### src/inc/sgc_pkg.sv
/*
 Constants for the switch global control bank: register offsets, field
 positions, reset values and port numbering.
 Assumes an 8-bit management register port and a five-port switch.
*/
package sgc_pkg;
	localparam int SGC_DATA_W = 8;
	localparam int SGC_ADDR_W = 8;
	localparam int SGC_PORTS = 5;
	localparam int SGC_PORT_W = 3;
	localparam int SGC_VID_W = 12;

	localparam logic [SGC_ADDR_W-1:0] SGC_OFF_MODE_CTRL = 8'h05;
	localparam logic [SGC_ADDR_W-1:0] SGC_OFF_LINK_CTRL = 8'h06;

	// Mode control register fields
	localparam int SGC_BIT_VLAN_EN = 7;
	localparam int SGC_BIT_IGMP_SNOOP = 6;
	localparam int SGC_BIT_DIRECT = 5;
	localparam int SGC_BIT_PRETAG = 4;
	localparam int SGC_BIT_TAG_MASK = 1;
	localparam int SGC_BIT_SNIFF_AND = 0;
	localparam logic [SGC_DATA_W-1:0] SGC_MODE_WR_MASK = 8'hF3;
	localparam logic [SGC_DATA_W-1:0] SGC_MODE_RESET = 8'h00;

	// Link control register fields
	localparam int SGC_BIT_BACK_PRESS = 7;
	localparam int SGC_BIT_HALF_DUPLEX = 6;
	localparam int SGC_BIT_FLOW_CTRL = 5;
	localparam logic SGC_BACK_PRESS_RESET = 1'h0;

	// Switch-side host port is the fifth port
	localparam logic [SGC_PORT_W-1:0] SGC_HOST_PORT = 3'h4;
	localparam logic [SGC_PORTS-1:0] SGC_HOST_MASK = 5'h10;
	localparam int SGC_TAG_MASK_W = 5;
endpackage

### src/inc/sgc_cfg_if.sv
/*
 Configuration carrier from the register bank to the forwarding selector.
 Assumes both ends share mclk.
*/
`timescale 1ns/1ps
interface sgc_cfg_if;
	logic vlan_en;
	logic igmp_snoop;
	logic direct_mode;
	logic tag_mask_en;

	modport ctl
	(
		output vlan_en,
		output igmp_snoop,
		output direct_mode,
		output tag_mask_en
	);
	modport fwd
	(
		input vlan_en,
		input igmp_snoop,
		input direct_mode,
		input tag_mask_en
	);
endinterface

### src/sgc_ctrl.sv
/*
 Global mode and host-port link control registers of a five-port switch,
 with the forwarding, sniff and pre-tag decisions they steer.
 Assumes a single-cycle management register port on mclk, descriptor
 inputs from switch logic on mclk, and strap pins from outside the domain.
*/
// Summary of operation
// - VLAN enable bit 7 at 0x05 turns 802.1q forwarding on or off.
// - IGMP snoop bit sends every IGMP packet to the host port, except direct-mode requests.
// - Direct mode: host preamble gives destinations, internal lookup is skipped.
// - Pre-tag mode marks host-bound packets from the other ports with their source port number.
// - Tag mask mode uses low five vlan_identifier bits as destination port mask.
// - Tag mask works only while VLAN mode is off.
// - Sniff select set: mirror only when source and destination both match.
// - Sniff select clear: mirror when source or destination matches.
// - Bit 7 at 0x06 enables half-duplex back pressure on host port.
// - Bit 6 at 0x06 selects half duplex, clear means full duplex.
// - Duplex bit loads from its strap at reset, default full duplex.
// - Bit 5 at 0x06 enables full-duplex flow control on host port.
// - Flow control bit loads from its strap at reset, default off.
`timescale 1ns/1ps
module sgc_ctrl
	import sgc_pkg::*;
#(
	parameter int PORTS = SGC_PORTS
)
(
	input wire logic mclk,
	input wire logic srst,
	input wire logic [SGC_ADDR_W-1:0] reg_addr,
	input wire logic [SGC_DATA_W-1:0] reg_wdata,
	input wire logic reg_wr,
	input wire logic reg_rd,
	output logic [SGC_DATA_W-1:0] reg_rdata_q,
	output logic reg_rvalid_q,
	input wire logic duplex_strap_pin,
	input wire logic flow_control_strap_pin,
	input wire logic pkt_valid,
	input wire logic [SGC_PORT_W-1:0] pkt_src_port,
	input wire logic pkt_is_igmp,
	input wire logic [SGC_VID_W-1:0] pkt_vid,
	input wire logic [PORTS-1:0] lookup_mask,
	input wire logic [PORTS-1:0] vlan_member_mask,
	input wire logic [PORTS-1:0] host_fwd_mask,
	input wire logic host_fwd_valid,
	input wire logic [PORTS-1:0] sniff_rx_ports,
	input wire logic [PORTS-1:0] sniff_tx_ports,
	output logic fwd_valid_q,
	output logic [PORTS-1:0] fwd_mask_q,
	output logic fwd_bypass_q,
	output logic mirror_q,
	output logic pretag_valid_q,
	output logic [SGC_PORT_W-1:0] pretag_port_q,
	output logic vlan_en_q,
	output logic tag_mask_active_q,
	output logic back_press_en_q,
	output logic half_duplex_q,
	output logic flow_ctrl_en_q
);
	// Sniff and host port masks are laid out for exactly five ports
	if (PORTS != SGC_PORTS)
	begin
		$error("sgc_ctrl supports only five ports");
	end

	logic [SGC_DATA_W-1:0] mode_q;
	logic duplex_s1_q;
	logic duplex_s2_q;
	logic flow_s1_q;
	logic flow_s2_q;
	logic [SGC_PORT_W-1:0] src_port_q;
	logic [PORTS-1:0] sniff_rx_q;
	logic [PORTS-1:0] sniff_tx_q;

	sgc_cfg_if cfg ();

	// Register decode
	wire logic hit_mode = (reg_addr == SGC_OFF_MODE_CTRL);
	wire logic hit_link = (reg_addr == SGC_OFF_LINK_CTRL);
	wire logic wr_mode = reg_wr && hit_mode;
	wire logic wr_link = reg_wr && hit_link;
	// Reserved bits masked out on write so they can never read back set
	wire logic [SGC_DATA_W-1:0] mode_d = reg_wdata & SGC_MODE_WR_MASK;

	wire logic [SGC_DATA_W-1:0] link_view = {back_press_en_q, half_duplex_q,
		flow_ctrl_en_q, 5'h00};
	wire logic [SGC_DATA_W-1:0] rdata_d = hit_mode ? (mode_q & SGC_MODE_WR_MASK)
		: hit_link ? link_view
		: '0;

	// Mode fields feeding the datapath
	wire logic vlan_en = mode_q[SGC_BIT_VLAN_EN];
	wire logic tag_mask_bit = mode_q[SGC_BIT_TAG_MASK];
	wire logic pretag_en = mode_q[SGC_BIT_PRETAG];
	wire logic sniff_and = mode_q[SGC_BIT_SNIFF_AND];

	assign cfg.vlan_en = vlan_en;
	assign cfg.igmp_snoop = mode_q[SGC_BIT_IGMP_SNOOP];
	assign cfg.direct_mode = mode_q[SGC_BIT_DIRECT];
	assign cfg.tag_mask_en = tag_mask_bit;

	sgc_fwd_sel #(
		.PORTS(PORTS)
	) u_fwd (
		.mclk(mclk),
		.srst(srst),
		.cfg(cfg),
		.pkt_valid(pkt_valid),
		.pkt_src_port(pkt_src_port),
		.pkt_is_igmp(pkt_is_igmp),
		.pkt_vid(pkt_vid),
		.lookup_mask(lookup_mask),
		.vlan_member_mask(vlan_member_mask),
		.host_fwd_mask(host_fwd_mask),
		.host_fwd_valid(host_fwd_valid),
		.fwd_valid_q(fwd_valid_q),
		.fwd_mask_q(fwd_mask_q),
		.fwd_bypass_q(fwd_bypass_q)
	);

	// Sniff match uses the same cycle as the destination result
	wire logic src_hit = sniff_rx_q[src_port_q];
	wire logic dst_hit = |(fwd_mask_q & sniff_tx_q);
	wire logic mirror_d = fwd_valid_q && (sniff_and ? (src_hit && dst_hit)
		: (src_hit || dst_hit));
	wire logic to_host = fwd_valid_q && fwd_mask_q[SGC_HOST_PORT];
	// A packet that came in on the host port gets no tag, even when its mask holds the host port
	wire logic pretag_d = pretag_en && to_host && (src_port_q != SGC_HOST_PORT);

	always_ff @(posedge mclk)
	begin
		if (srst)
			mode_q <= SGC_MODE_RESET;
		else if (wr_mode)
			mode_q <= mode_d;
	end

	// Strap synchronisers run freely so the level is settled while reset is held
	always_ff @(posedge mclk)
	begin
		duplex_s1_q <= duplex_strap_pin;
		duplex_s2_q <= duplex_s1_q;
		flow_s1_q <= flow_control_strap_pin;
		flow_s2_q <= flow_s1_q;
	end

	always_ff @(posedge mclk)
	begin
		if (srst)
		begin
			back_press_en_q <= SGC_BACK_PRESS_RESET;
			half_duplex_q <= duplex_s2_q;
			flow_ctrl_en_q <= flow_s2_q;
		end
		else if (wr_link)
		begin
			back_press_en_q <= reg_wdata[SGC_BIT_BACK_PRESS];
			half_duplex_q <= reg_wdata[SGC_BIT_HALF_DUPLEX];
			flow_ctrl_en_q <= reg_wdata[SGC_BIT_FLOW_CTRL];
		end
	end

	always_ff @(posedge mclk)
	begin
		if (srst)
		begin
			reg_rdata_q <= '0;
			reg_rvalid_q <= 1'h0;
		end
		else
		begin
			reg_rdata_q <= reg_rd ? rdata_d : reg_rdata_q;
			reg_rvalid_q <= reg_rd;
		end
	end

	always_ff @(posedge mclk)
	begin
		if (srst)
		begin
			vlan_en_q <= 1'h0;
			tag_mask_active_q <= 1'h0;
		end
		else
		begin
			vlan_en_q <= vlan_en;
			tag_mask_active_q <= tag_mask_bit && !vlan_en;
		end
	end

	always_ff @(posedge mclk)
	begin
		if (srst)
		begin
			src_port_q <= '0;
			sniff_rx_q <= '0;
			sniff_tx_q <= '0;
		end
		else
		begin
			src_port_q <= pkt_src_port;
			sniff_rx_q <= sniff_rx_ports;
			sniff_tx_q <= sniff_tx_ports;
		end
	end

	always_ff @(posedge mclk)
	begin
		if (srst)
		begin
			mirror_q <= 1'h0;
			pretag_valid_q <= 1'h0;
			pretag_port_q <= '0;
		end
		else
		begin
			mirror_q <= mirror_d;
			pretag_valid_q <= pretag_d;
			pretag_port_q <= pretag_d ? src_port_q : '0;
		end
	end
endmodule

### src/sgc_fwd_sel.sv
/*
 Destination selection for one packet descriptor under the global modes.
 Assumes descriptors arrive one per cycle from logic on mclk.
*/
`timescale 1ns/1ps
module sgc_fwd_sel
	import sgc_pkg::*;
#(
	parameter int PORTS = SGC_PORTS
)
(
	input wire logic mclk,
	input wire logic srst,
	sgc_cfg_if.fwd cfg,
	input wire logic pkt_valid,
	input wire logic [SGC_PORT_W-1:0] pkt_src_port,
	input wire logic pkt_is_igmp,
	input wire logic [SGC_VID_W-1:0] pkt_vid,
	input wire logic [PORTS-1:0] lookup_mask,
	input wire logic [PORTS-1:0] vlan_member_mask,
	input wire logic [PORTS-1:0] host_fwd_mask,
	input wire logic host_fwd_valid,
	output logic fwd_valid_q,
	output logic [PORTS-1:0] fwd_mask_q,
	output logic fwd_bypass_q
);
	// Vlan_identifier mask slice and host port mask are fixed at five ports
	if (PORTS != SGC_PORTS)
	begin
		$error("sgc_fwd_sel supports only five ports");
	end

	wire logic from_host = (pkt_src_port == SGC_HOST_PORT);
	wire logic use_direct = cfg.direct_mode && from_host && host_fwd_valid;
	wire logic use_tag = cfg.tag_mask_en && !cfg.vlan_en;
	wire logic [PORTS-1:0] vid_mask = pkt_vid[SGC_TAG_MASK_W-1:0];
	wire logic [PORTS-1:0] vlan_mask = cfg.vlan_en ? (lookup_mask & vlan_member_mask)
		: lookup_mask;
	wire logic [PORTS-1:0] base_mask = use_tag ? vid_mask : vlan_mask;
	wire logic [PORTS-1:0] snoop_mask = (cfg.igmp_snoop && pkt_is_igmp) ? SGC_HOST_MASK
		: '0;
	// Direct requests bypass lookup entirely; snoop cannot redirect them
	wire logic [PORTS-1:0] fwd_mask_d = use_direct ? host_fwd_mask : (base_mask | snoop_mask);

	always_ff @(posedge mclk)
	begin
		if (srst)
		begin
			fwd_valid_q <= 1'h0;
			fwd_mask_q <= '0;
			fwd_bypass_q <= 1'h0;
		end
		else
		begin
			fwd_valid_q <= pkt_valid;
			fwd_mask_q <= pkt_valid ? fwd_mask_d : '0;
			fwd_bypass_q <= pkt_valid && use_direct;
		end
	end
endmodule

### config.mk
export PLATFORM = sky130hd
export DESIGN_NAME = sgc_ctrl
export DESIGN_NICKNAME = d
export VERILOG_FILES = /design/src/inc/sgc_pkg.sv /design/src/inc/sgc_cfg_if.sv /design/src/sgc_ctrl.sv /design/src/sgc_fwd_sel.sv
export SDC_FILE = /design/constraint.sdc
export NUM_CORES = 1
export LEC_CHECK = 0
export BUFFER_PORTS_ARGS = -buffer_cell sky130_fd_sc_hd__buf_4
export CORE_ASPECT_RATIO = 1.25
export CORE_MARGIN = 2
export CORE_UTILIZATION = 38
export CTS_CLUSTER_DIAMETER = 30
export DETAILED_ROUTE_END_ITERATION = 8
export PLACE_DENSITY = 0.72
export RECOVER_POWER = 50
export SETUP_SLACK_MARGIN = 0.4
export SYNTH_ARGS = -nofsm -noshare
export SYNTH_HDL_FRONTEND = slang
export SYNTH_SLANG_ARGS = --single-unit
### constraint.sdc
create_clock -name mclk -period 3.3 [get_ports mclk]
set_input_delay 0.495 -clock mclk [delete_from_list [all_inputs] [get_ports mclk]]
set_output_delay 0.495 -clock mclk [all_outputs]
set_load 0.05 [all_outputs]
==> results.cfg <==
[worst_setup_path]
cp_top_family = buffers and inverters
reg2reg_from = u_fwd.fwd_mask_q[1]
crit_arrival_ns = 2.09
crit_path_start_kind = input port
cp_max_fo = 34
crit_chain = clkbuf_1 -> nor2b_1 -> and3_1 -> and2_1
end_kind = flip-flop
crit_slowest_cell = clkbuf_1
critPathBufInv = 1
cpPeakStageDelay_ns = 1.00
required_ns = 3.50
crit_path_start = srst
crit_type = in -> reg

[routing]
drc = 0
wire_per_inst_um = 12.3
drtPass1Iterations = 4
routed_wl_um = 3790
ant_nets = 0
vias = 1470
vias_per_cell = 4.77
first_iter_violations = 33

[synthesis]
async_flop_share = 0
synth.area.top_cells = dfxtp_1, nor2b_1, nand3_1
ys_seq_elements = 47
syn_area_per_cell_um2 = 10.1
synth_top_cell_by_area = dfxtp_1
synth.distinct_cells = 35
ys_seq_area_frac = 0.547
syn_inst = 173
yosys_warnings = 0
synthesis.area_mm2 = 0.00176
synth_ff_type = dfxtp_1
synth_edf_count = 2
yosysTopAreaCellShare = 0.513

[global_route]
grt_usage = 0.154
grt-ovfl-total = 0
grt_pass1_wl_um = 6010
grt_max_degree = 35
grt_pass1_vias = 1340
antenna_found_initial = 0

[floorplan]
die_height_um = 80.0
rows = 27
start_util = 0.397
core_mm2 = 0.00443
die-area_mm2 = 0.00518
io-pin-count = 91
die_w_um = 64.8

[layout]
utilization = 0.555
area_growth_pct = 39.9
drive_above_1_share = 0.332
num_antenna_cells = 0
nets = 314

[clocking]
htreeDepth = 2
insertion_delay_ns = 0.29
cts_tree = done
post_cts_buffers = 0
cts-root-buf = clkbuf_8
clockBufferDepth = 2
cts_buffers = 5
cts.hold.buffers_added = 0
path_clk_slew_ns = 0.09
cts.sinks = 47
cts_resized = 0

[pwr]
p_seq_frac = 0.520
swShare = 0.216
power.density_mw_per_mm2 = 467
p_sw_mw = 0.248
total_power_mw = 1.15
peakVddDrop_v = 0.000297
internal_power_mw = 0.899
clkPwrFrac = 0.370
p_leak_nw = 1.03
p_comb_frac = 0.110

[outcome]
outcome = finished, final reports clean

[timing]
finalSetupTns_ns = 0
hold_viol_final = 0
min_period_ns = 1.90
clock.fmax_ghz = 0.527
grt_setup_unrepaired = false
drv_slew = 0
finalCritPeriodShare = 0.575
worstMarginPinSlew_ns = 1.40
fin_skew_ns = 0.00867
finalSetupViolations = 0
relSlewSlack = 0.0656

[place]
port_buffers = 79
gp_congestion = 0.743
dp_hpwl_um = 2900

[hold_path]
hold_path.class = in -> reg
hold_start = duplex_strap_pin

[flow_run]
maxCapViolCount = 0
## area by class of cell
class                      count  area [µm²]
tap                           58        72.6
multi-input combinational    113         734
sequential                    47         961
fill                         433        1970
clock buffer                   6        82.6
clock inverter                 2        35.0
inverter                       3        11.3
timing repair buffer          79         559
## cell usage in the layout, fill, tap and decap left out, types with 2 or more instances in the layout
cell type | synthesis | layout
clkbuf_4 | 0 | 2
nand3_1 | 17 | 17
o211a_1 | 5 | 5
inv_1 | 3 | 3
nor2b_1 | 18 | 18
conb_1 | 1 | 2
dfxtp_1 | 45 | 45
nor3b_1 | 2 | 2
a22o_1 | 3 | 3
nor2_1 | 5 | 5
mux2i_1 | 8 | 8
and2_1 | 2 | 2
nand2_1 | 7 | 7
mux2_2 | 2 | 2
a21oi_1 | 14 | 14
nand2b_1 | 8 | 8
clkbuf_8 | 0 | 6
edfxtp_1 | 2 | 2
o211ai_1 | 5 | 5
buf_4 | 2 | 68
clkbuf_1 | 6 | 9
## power by group through the flow
stage          clock network [mW]  registers [mW]  logic [mW]
2_1_floorplan                   0           0.628      0.0425
3_3_place_gp                    0           0.609       0.127
3_5_place_dp                    0           0.609       0.128
4_1_cts                     0.435           0.596       0.129
5_1_grt                     0.460           0.598       0.137
6_report                    0.425           0.596       0.126
## synth_stat cells (3+ instances only)
library cell  count
a21oi_1          14
a22o_1            3
buf_2             3
clkbuf_1          6
dfxtp_1          45
inv_1             3
mux2i_1           8
nand2_1           7
nand2b_1          8
nand3_1          17
nor2_1            5
nor2b_1          18
o211a_1           5
o211ai_1          5
## routing by layer
layer | wire length, µm | vias to the layer above | part of all wire | GRT usage
met5 | 0 | - | 0 | 0
met4 | 74 | 0 | 0.020 | 0.0766
met3 | 254 | 6 | 0.067 | 0.0522
met2 | 1980 | 48 | 0.52 | 0.265
met1 | 1490 | 661 | 0.39 | 0.167
li1 | - | 755 | - | -
## registers in the layout, indices dropped and copies added, names as in the netlist, 3 cells and up
signal            count
reg_rdata_q           6
sniff_rx_q            5
src_port_q            3
mode_q                6
u_fwd.fwd_mask_q      5
sniff_tx_q            5
pretag_port_q         3
## logic make-up after synthesis
family	synth area share
muxes	0.0584
and+or+nand+nor	0.220
buffers and inverters	0.0363
AOI/OAI and AO/OA	0.135
other	0.00214
DFF	0.547
## metrics by stage
stage	setup slack, ns	instances	hold WS (ns)	cell area (µm²)
6_report	1.40	308	0.321	2460
5_1_grt	1.18	308	0.305	2460
4_1_cts	1.51	308	0.288	2490
3_5_place_dp	1.19	300	0.312	2370
3_3_place_gp	1.18	300	0.311	2370
2_1_floorplan	1.42	174	0.310	1760
## path summary, 6_finish.rpt
kind	slack [ns]	to	cells past startpoint
min reg2reg	0.33	flow_s2_q	0
max reg2reg	1.98	mirror_q	4
min	0.32	duplex_s1_q	1
max	1.40	pretag_port_q[0]	4
No activity file was read; power rests on OpenSTA's default activity.
